File: src/hw/pace_pkg.sv
package pace_pkg;
	// register byte offsets
	localparam logic [7:0] OFS_REVISION   = 8'h00;
	localparam logic [7:0] OFS_SOFT_RESET = 8'h04;
	localparam logic [7:0] OFS_PACING     = 8'h0c;
	localparam logic [7:0] OFS_RX_MAX0    = 8'h70;
	localparam logic [7:0] OFS_IRQ_STATUS = 8'h90;
	localparam logic [7:0] OFS_IRQ_MASK   = 8'h94;
	// field positions
	localparam int RESET_BIT    = 0;
	localparam int PACE_LSB     = 16;
	localparam int PRESCALE_MSB = 11;
	localparam int NUM_CORES    = 3;
	// field masks and reset values
	localparam logic [31:0] PACING_MASK  = 32'h003f_0fff;
	localparam logic [31:0] PACING_RESET = 32'h0000_0000;
	localparam logic [7:0]  MAX_RESET    = 8'h00;
	// window timing
	localparam int WINDOW_NS      = 4000;
	localparam int WINDOWS_PER_MS = 250;
	localparam int CLK_PERIOD_NS  = 10;
	localparam int WINDOW_CYCLES  = WINDOW_NS / CLK_PERIOD_NS;

	// one core's pulse pair
	typedef struct packed {
		logic tx;
		logic rx;
	} pulse_pair_t;
endpackage : pace_pkg

File: src/hw/mac_ctrl_reset_and_pacing.sv
// Register access over Avalon-MM and the register addresses were chosen for this implementation.
`timescale 1ns/1ns
module mac_ctrl_reset_and_pacing #(
	parameter logic [31:0] REVISION_VALUE = 32'h0001_0000, // arbitrary value
	parameter int          RAM_WORDS      = 16             // descriptor ram depth
) (
	input  wire logic                      clk,            // 100 mhz reference clock
	input  wire logic                      rst_n,          // sync reset, active low
	input  wire logic                      clk_en,         // freezes all state when low
	input  wire logic [7:0]                avs_address,    // byte address
	input  wire logic                      avs_read,       // read request
	input  wire logic                      avs_write,      // write request
	input  wire logic [31:0]               avs_writedata,  // write data
	input  wire logic [3:0]                avs_byteenable, // byte lanes
	output logic      [31:0]               avs_readdata,   // read data
	output logic                           avs_waitrequest,// stall
	input  wire pace_pkg::pulse_pair_t [2:0] raw_pulse,    // unpaced pulses per core
	output pace_pkg::pulse_pair_t [2:0]    paced_pulse,    // pulses to cores
	output logic                           irq,            // level interrupt
	output logic                           ram_clear_busy  // descriptor ram clearing
);
	localparam int RAM_AW = $clog2(RAM_WORDS);

	logic [31:0]       pacing_ff;
	logic              soft_reset_ff;
	logic [7:0]        max_ff [0:5];
	logic [31:0]       desc_ram [0:RAM_WORDS-1];
	logic [RAM_AW-1:0] clr_idx_ff;
	logic [11:0]       pre_cnt_ff;
	logic [7:0]        win_cnt_ff;
	logic [7:0]        used_ff [0:5];
	logic [5:0]        pend_ff;
	logic [5:0]        stat_ff;
	logic [5:0]        mask_ff;
	logic              ack_ff;
	logic              win_tick;
	logic              ms_tick;
	logic              acc;
	logic              wr_hit;
	logic              rd_hit;
	logic [5:0]        raw_v;
	logic [5:0]        fire;
	logic [31:0]       nxt_rdata;

	// merge byte lanes into an old word
	function automatic logic [31:0] merge(input logic [31:0] old, input logic [31:0] d,
		input logic [3:0] be);
		logic [31:0] r;
		r = old;
		for (int i = 0; i < 4; i++) begin
			if (be[i]) begin
				r[i*8 +: 8] = d[i*8 +: 8];
			end
		end
		return r;
	endfunction : merge

	// one wait cycle: waitrequest drops the cycle after a request is seen
	assign acc    = (avs_read | avs_write) & ~ack_ff;
	assign wr_hit = avs_write & ack_ff;
	assign rd_hit = avs_read & ack_ff;

	always_ff @(posedge clk) begin
		if (!rst_n) begin
			ack_ff <= 1'b0;
		end else if (clk_en) begin
			ack_ff <= acc;
		end
	end

	// registered stall, high while idle so a fresh request always sees one wait
	always_ff @(posedge clk) begin
		if (!rst_n) begin
			avs_waitrequest <= 1'b1;
		end else if (clk_en) begin
			avs_waitrequest <= ~acc;
		end
	end

	always_ff @(posedge clk) begin
		if (!rst_n) begin
			soft_reset_ff <= 1'b0;
		end else if (clk_en) begin
			soft_reset_ff <= wr_hit && avs_address == pace_pkg::OFS_SOFT_RESET
				&& avs_byteenable[0] && avs_writedata[pace_pkg::RESET_BIT];
		end
	end

	always_ff @(posedge clk) begin
		if (!rst_n) begin
			pacing_ff <= pace_pkg::PACING_RESET;
		end else if (clk_en) begin
			if (soft_reset_ff) begin
				pacing_ff <= pace_pkg::PACING_RESET;
			end else if (wr_hit && avs_address == pace_pkg::OFS_PACING) begin
				pacing_ff <= merge(pacing_ff, avs_writedata, avs_byteenable)
					& pace_pkg::PACING_MASK;
			end
		end
	end

	// per-core max rates, rx then tx for each core
	always_ff @(posedge clk) begin
		if (!rst_n) begin
			for (int i = 0; i < 6; i++) begin
				max_ff[i] <= pace_pkg::MAX_RESET;
			end
		end else if (clk_en) begin
			for (int i = 0; i < 6; i++) begin
				if (soft_reset_ff) begin
					max_ff[i] <= pace_pkg::MAX_RESET;
				end else if (wr_hit && avs_byteenable[0]
					&& avs_address == pace_pkg::OFS_RX_MAX0 + 8'(i*4)) begin
					max_ff[i] <= avs_writedata[7:0];
				end
			end
		end
	end

	// descriptor ram wipe, one word a cycle; only the clear path writes here
	always_ff @(posedge clk) begin
		if (!rst_n) begin
			clr_idx_ff     <= '0;
			ram_clear_busy <= 1'b0;
		end else if (clk_en) begin
			if (soft_reset_ff) begin
				clr_idx_ff     <= '0;
				ram_clear_busy <= 1'b1;
			end else if (ram_clear_busy) begin
				clr_idx_ff <= clr_idx_ff + 1'b1;
				if (clr_idx_ff == RAM_AW'(RAM_WORDS-1)) begin
					ram_clear_busy <= 1'b0;
				end
			end
		end
	end

	always_ff @(posedge clk) begin
		if (clk_en && ram_clear_busy) begin
			desc_ram[clr_idx_ff] <= 32'h0000_0000;
		end
	end

	// prescale window, then 250 windows make a millisecond
	always_ff @(posedge clk) begin
		if (!rst_n || (clk_en && soft_reset_ff)) begin
			pre_cnt_ff <= 12'h000;
			win_cnt_ff <= 8'h00;
		end else if (clk_en) begin
			if (win_tick) begin
				pre_cnt_ff <= 12'h000;
				win_cnt_ff <= ms_tick ? 8'h00 : win_cnt_ff + 8'h01;
			end else begin
				pre_cnt_ff <= pre_cnt_ff + 12'h001;
			end
		end
	end

	// a zero prescale never opens a window, so paced pulses wait
	assign win_tick = pacing_ff[pace_pkg::PRESCALE_MSB:0] != 12'h000
		&& pre_cnt_ff >= pacing_ff[pace_pkg::PRESCALE_MSB:0] - 12'h001;
	assign ms_tick  = win_tick && win_cnt_ff == 8'(pace_pkg::WINDOWS_PER_MS - 1);

	// pacing decision per channel, index 2k rx and 2k+1 tx
	always_comb begin
		for (int k = 0; k < pace_pkg::NUM_CORES; k++) begin
			raw_v[2*k]   = raw_pulse[k].rx;
			raw_v[2*k+1] = raw_pulse[k].tx;
		end
		for (int i = 0; i < 6; i++) begin
			if (!pacing_ff[pace_pkg::PACE_LSB + i]) begin
				fire[i] = raw_v[i];
			end else begin
				fire[i] = (pend_ff[i] | raw_v[i]) && win_tick && used_ff[i] < max_ff[i];
			end
		end
	end

	// pulse budget per millisecond; a pending pulse is held, not lost, but repeats on that line merge into it
	always_ff @(posedge clk) begin
		if (!rst_n || (clk_en && soft_reset_ff)) begin
			pend_ff <= 6'h00;
			for (int i = 0; i < 6; i++) begin
				used_ff[i] <= 8'h00;
			end
		end else if (clk_en) begin
			for (int i = 0; i < 6; i++) begin
				pend_ff[i] <= pacing_ff[pace_pkg::PACE_LSB + i] & (pend_ff[i] | raw_v[i])
					& ~fire[i];
				if (ms_tick) begin
					// a pulse in the closing window counts against the new budget
					used_ff[i] <= 8'(fire[i] & pacing_ff[pace_pkg::PACE_LSB + i]);
				end else if (fire[i] && pacing_ff[pace_pkg::PACE_LSB + i]) begin
					used_ff[i] <= used_ff[i] + 8'h01;
				end
			end
		end
	end

	// registered pulses to cores
	always_ff @(posedge clk) begin
		if (!rst_n) begin
			paced_pulse <= '0;
		end else if (clk_en) begin
			for (int k = 0; k < pace_pkg::NUM_CORES; k++) begin
				paced_pulse[k].rx <= fire[2*k];
				paced_pulse[k].tx <= fire[2*k+1];
			end
		end
	end

	// sticky status; a read clears only the bits it returned, so a late event survives
	always_ff @(posedge clk) begin
		if (!rst_n || (clk_en && soft_reset_ff)) begin
			stat_ff <= 6'h00;
		end else if (clk_en) begin
			stat_ff <= (rd_hit && avs_address == pace_pkg::OFS_IRQ_STATUS
				? stat_ff & ~avs_readdata[5:0] : stat_ff) | fire;
		end
	end

	always_ff @(posedge clk) begin
		if (!rst_n) begin
			mask_ff <= 6'h00;
		end else if (clk_en) begin
			if (soft_reset_ff) begin
				mask_ff <= 6'h00;
			end else if (wr_hit && avs_address == pace_pkg::OFS_IRQ_MASK && avs_byteenable[0]) begin
				mask_ff <= avs_writedata[5:0];
			end
		end
	end

	always_ff @(posedge clk) begin
		if (!rst_n) begin
			irq <= 1'b0;
		end else if (clk_en) begin
			irq <= |(stat_ff & mask_ff);
		end
	end

	// read mux; unmapped offsets read zero
	always_comb begin
		nxt_rdata = 32'h0000_0000;
		case (avs_address)
			pace_pkg::OFS_REVISION:   nxt_rdata = REVISION_VALUE;
			pace_pkg::OFS_SOFT_RESET: nxt_rdata = {31'h0, soft_reset_ff};
			pace_pkg::OFS_PACING:     nxt_rdata = pacing_ff;
			pace_pkg::OFS_IRQ_STATUS: nxt_rdata = {26'h0, stat_ff};
			pace_pkg::OFS_IRQ_MASK:   nxt_rdata = {26'h0, mask_ff};
			default: begin
				for (int i = 0; i < 6; i++) begin
					if (avs_address == pace_pkg::OFS_RX_MAX0 + 8'(i*4)) begin
						nxt_rdata = {24'h0, max_ff[i]};
					end
				end
			end
		endcase
	end

	always_ff @(posedge clk) begin
		if (!rst_n) begin
			avs_readdata <= 32'h0000_0000;
		end else if (clk_en && acc) begin
			avs_readdata <= nxt_rdata;
		end
	end

	chk_soft_reset_clears: assert property (@(posedge clk) disable iff (!rst_n)
		clk_en && soft_reset_ff |=> pacing_ff == 32'h0 && stat_ff == 6'h0)
		else $error("soft reset did not clear state");
	chk_reserved_zero: assert property (@(posedge clk) disable iff (!rst_n)
		(pacing_ff & ~pace_pkg::PACING_MASK) == 32'h0)
		else $error("reserved pacing bits set");
	chk_unpaced_pass: assert property (@(posedge clk) disable iff (!rst_n)
		clk_en && !pacing_ff[16] && raw_pulse[0].rx |=> paced_pulse[0].rx)
		else $error("unpaced rx pulse lost");
	chk_rate_budget: assert property (@(posedge clk) disable iff (!rst_n)
		clk_en && pacing_ff[17] && used_ff[1] >= max_ff[1] |=> !paced_pulse[0].tx)
		else $error("tx pulse over budget");
	// paced pulse only on a window edge
	chk_window_only: assert property (@(posedge clk) disable iff (!rst_n)
		clk_en && pacing_ff[16] && !win_tick |=> !paced_pulse[0].rx)
		else $error("paced pulse outside window");
	chk_revision_read: assert property (@(posedge clk) disable iff (!rst_n)
		rd_hit && avs_address == pace_pkg::OFS_REVISION |-> avs_readdata == REVISION_VALUE)
		else $error("revision word misread");
endmodule : mac_ctrl_reset_and_pacing

File: config.mk
export PLATFORM = sky130hd
export DESIGN_NAME = mac_ctrl_reset_and_pacing
export DESIGN_NICKNAME = d
export VERILOG_FILES = /design/src/hw/pace_pkg.sv /design/src/hw/mac_ctrl_reset_and_pacing.sv
export SDC_FILE = /design/constraint.sdc
export NUM_CORES = 1
export LEC_CHECK = 0
export ABC_CLOCK_PERIOD_IN_PS = 4500
export BUFFER_PORTS_ARGS = -buffer_cell sky130_fd_sc_hd__buf_4
export CAP_MARGIN = 20
export CORE_MARGIN = 10
export CORE_UTILIZATION = 40
export DETAILED_ROUTE_END_ITERATION = 7
export PLACE_DENSITY = 0.69
export SYNTH_ARGS = -nofsm -noshare
export SYNTH_HDL_FRONTEND = slang
export SYNTH_SLANG_ARGS = --single-unit
File: constraint.sdc
create_clock -name clk -period 4.5 [get_ports clk]
set_input_delay 0.9 -clock clk [delete_from_list [all_inputs] [get_ports clk]]
set_output_delay 0.9 -clock clk [all_outputs]
set_load 0.005 [all_outputs]
==> flow_metrics.tcl <==
set metrics [dict create \
    path_buf_inv 1 \
    async_flop_share_pct 0 \
    area_delta_synth_final_pct 13.7 \
    path_cells "nor3_1 > nand2b_1 > nor4_1 > nand2_1 > xor2_1 > ha_1 > nand2_1 > nor4_2 > a221o_1 > nand4_4 > o211ai_1 > buf_4" \
    drt-total-wl_um 28300 \
    relSlewSlack_pct 37.4 \
    cts_sinks 185 \
    antenna_found_initial 0 \
    grt_pass1_vias 7937 \
    grt_pass1_wl_um 44300 \
    start_util_pct 40.4 \
    fin_tns_setup_ns 0 \
    n_fill_cell 2426 \
    grt_use_total_pct 16.7 \
    dpl.hpwl_um 20600 \
    grt_setup_unrepaired "false" \
    io_pins 96 \
    synth_edf_count 96 \
    dpl-instance-area_mm2 0.0113 \
    timing.final.crit_share_pct 91.6 \
    cts_tree "done" \
    p_leak_nw 4.48 \
    setup_viol 0 \
    peakVddDrop_mv 0.204 \
    power.density_mw_per_mm2 319 \
    hold_viol_final 0 \
    cp-startpoint "pacing_ff[2]$_SDFFE_PN0P_" \
    worstSetupStartpointType "flip-flop" \
    min_path_type "flip-flop to flip-flop" \
    nNetsFinal 1244 \
    diodes 0 \
    cts_buffers 17 \
    globalRouteOverflowTotal 0 \
    worstPathRequired_ns 4.65 \
    crit_family "simple AND/OR/NAND/NOR gates" \
    status "complete, no violations" \
    htreeDepth 4 \
    first_pass_iters 5 \
    vias 8225 \
    crit_type "flip-flop to flip-flop" \
    netlist_area_mm2 0.0104 \
    drtIter0Drc 743 \
    postCtsHoldBufs 0 \
    crit_slowest_cell "a221o_1" \
    fin_area_mm2 0.0119 \
    cpMostUsedCell "nand2_1" \
    fmax_ghz 0.243 \
    min_from "avs_readdata[18]$_SDFFE_PN0P_" \
    cp-end-kind "flip-flop" \
    synthCells 1063 \
    wire_per_inst_um 19.2 \
    clk_pin_slew_ns 0.07 \
    rows 59 \
    period_needed_ns 4.12 \
    yosys_warnings 0 \
    cts_resized 0 \
    drive_gt1_share_pct 13.9 \
    grt_max_degree 43 \
    die_h_um 181 \
    die_area_mm2 0.0329 \
    finalClockSkew_ns 0.0128 \
    critPathMaxStageDelay_ns 0.52 \
    synth_flop_cell "edfxtp_1" \
    post_cts_buffers 0 \
    synth_seq_area_share_pct 44.7 \
    tightestPinTransition_ns 0.934 \
    place.gp.congestion 0.849 \
    clock_latency_ns 0.44 \
    coreArea_mm2 0.0258 \
    portBuffers 66 \
    viasPerCell 5.59 \
    synth_cell_types 77 \
    die_w_um 181 \
    arrival_ns 4.27 \
    max_cap_viol_count 0 \
    drc_errors 0 \
    maxSlewViolCount 0 \
    ys_ff_latch 185 \
    whs_ns 0.460 \
    final_util_pct 45.9 \
    cts_root_buffer "clkbuf_16" \
    final_antenna_net_count 0 \
    clock_path_buffers 2 \
    critPathMaxFanout 20 \
    timing.rr.start "pacing_ff[2]$_SDFFE_PN0P_" \
    avgSynthCellArea_um2 9.81 \
]
[metrics by stage]
stage | setup WS [ns] | total power [W] | instances
floorplan | 0.923 | 0.00210 | 1076
global placement | 0.454 | 0.00223 | 1440
detailed placement | 0.463 | 0.00223 | 1440
CTS | 0.429 | 0.00378 | 1472
global route | 0.0461 | 0.00389 | 1472
finish | 0.380 | 0.00378 | 1472
[cell type report]
type	count	area [µm²]	share of cell area, %
multi-input combinational	763	5230	44.1
clock buffer	20	437	3.68
inverter	64	240	2.03
timing repair buffer	93	698	5.89
sequential	185	4660	39.3
tap	335	419	3.54
clock inverter	12	165	1.39
[where the power goes]
group	total (W)	leakage (nW)	internal, W	switching, W
sequential	0.00189	1.68	0.00182	0.0000609
clock	0.00158	0.289	0.000886	0.000691
combinational	0.000318	2.51	0.000136	0.000182
total	0.00378	4.48	0.00285	0.000933
[layer usage]
layer / vias to the layer above / share of wire (%) / track usage (%)
met3: 45 / 6.8 / 3.44
met4: 0 / 2.4 / 5.56
met2: 293 / 46 / 26.5
met1: 3920 / 45 / 22.3
met5: - / 0 / 0
li1: 3967 / - / -
[logic make-up (layout without fill, tap and decap cells)]
family,count (synthesis),count (layout),share of synthesized area (%)
flip-flops,185,185,44.7
adder cells (fa/ha/maj),65,65,7.80
buffers and inverters,128,189,5.65
AND/OR/NAND/NOR,379,379,19.8
XOR/XNOR,58,58,4.87
multiplexers,20,20,2.88
AO/OA/AOI/OAI,227,227,14.2
other,1,14,0.0359
[worst min-delay path, delay by kind of cell, from the launching register on]
kind	cells	cell delay (ns)
DFF	1	0.31
and+or+nand+nor	1	0.05
AOI/OAI and AO/OA	1	0.05
[final timing paths]
check                                       end  slack, ns  depth (start not counted)
setup / recovery    used_ff[3][2]$_SDFFCE_PN0P_       0.38                         12
hold / removal    avs_readdata[18]$_SDFFE_PN0P_       0.46                          2
setup reg to reg    used_ff[3][2]$_SDFFCE_PN0P_       0.38                         12
hold reg to reg   avs_readdata[18]$_SDFFE_PN0P_       0.46                          2
[registers in the layout, summed over array words and instances, names as in the netlist, 6 cells and up]
name / count
pacing_ff: 18
avs_readdata: 18
pend_ff: 6
max_ff: 48
pre_cnt_ff: 12
mask_ff: 6
win_cnt_ff: 8
paced_pulse: 6
used_ff: 48
stat_ff: 6
[cell usage in the layout (no fill, tap or decap), types with 4 or more instances in the layout]
cell type,Yosys,layout
inv_1,64,64
o31ai_1,5,5
o211ai_1,9,9
a31oi_1,5,5
nor3_1,51,51
buf_4,14,93
a211oi_2,6,6
conb_1,1,14
clkbuf_16,0,17
nand3b_1,7,7
and3_1,22,22
edfxtp_1,96,96
nand2b_1,12,12
dfxtp_1,89,89
a21o_1,4,4
o21ai_0,63,63
and2_1,53,53
nand4_1,15,15
nor4_1,5,5
a211oi_1,8,8
nor2_1,63,63
a21oi_1,66,66
a221oi_1,9,8
nor4_2,5,5
nand2_1,57,57
nor2b_1,15,15
xor2_1,38,38
a22oi_1,8,8
ha_1,65,65
xnor2_1,20,20
nand3_1,47,47
a22o_1,7,7
mux2i_1,12,12
or3_1,5,5
mux4_2,8,8
[cells in the mapped netlist, types with 4 or more instances]
library cell | n | share of area [%]
clkbuf_1 | 31 | 1.1
ha_1 | 65 | 7.8
nand4_1 | 15 | 0.90
o31ai_1 | 5 | 0.36
o211ai_1 | 9 | 0.65
and2_1 | 53 | 3.2
buf_2 | 12 | 0.58
o21ai_0 | 63 | 3.0
a21oi_1 | 66 | 3.2
or3_1 | 5 | 0.30
a211oi_2 | 6 | 0.72
nand2_1 | 57 | 2.1
and3_1 | 22 | 1.3
xor2_1 | 38 | 3.2
nand3_1 | 47 | 2.3
a211oi_1 | 8 | 0.58
inv_1 | 64 | 2.3
a22oi_1 | 8 | 0.58
mux4_2 | 8 | 1.7
nor4_2 | 5 | 0.60
a21o_1 | 4 | 0.29
a31oi_1 | 5 | 0.30
nor2b_1 | 15 | 0.90
xnor2_1 | 20 | 1.7
nor2_1 | 63 | 2.3
a221oi_1 | 9 | 0.76
edfxtp_1 | 96 | 28
a22o_1 | 7 | 0.59
nor3_1 | 51 | 2.4
buf_6 | 4 | 0.43
buf_4 | 14 | 1.0
nand2b_1 | 12 | 0.72
dfxtp_1 | 89 | 17
mux2i_1 | 12 | 1.2
nor4_1 | 5 | 0.30
nand3b_1 | 7 | 0.50
(Power assumes the default switching activity.)
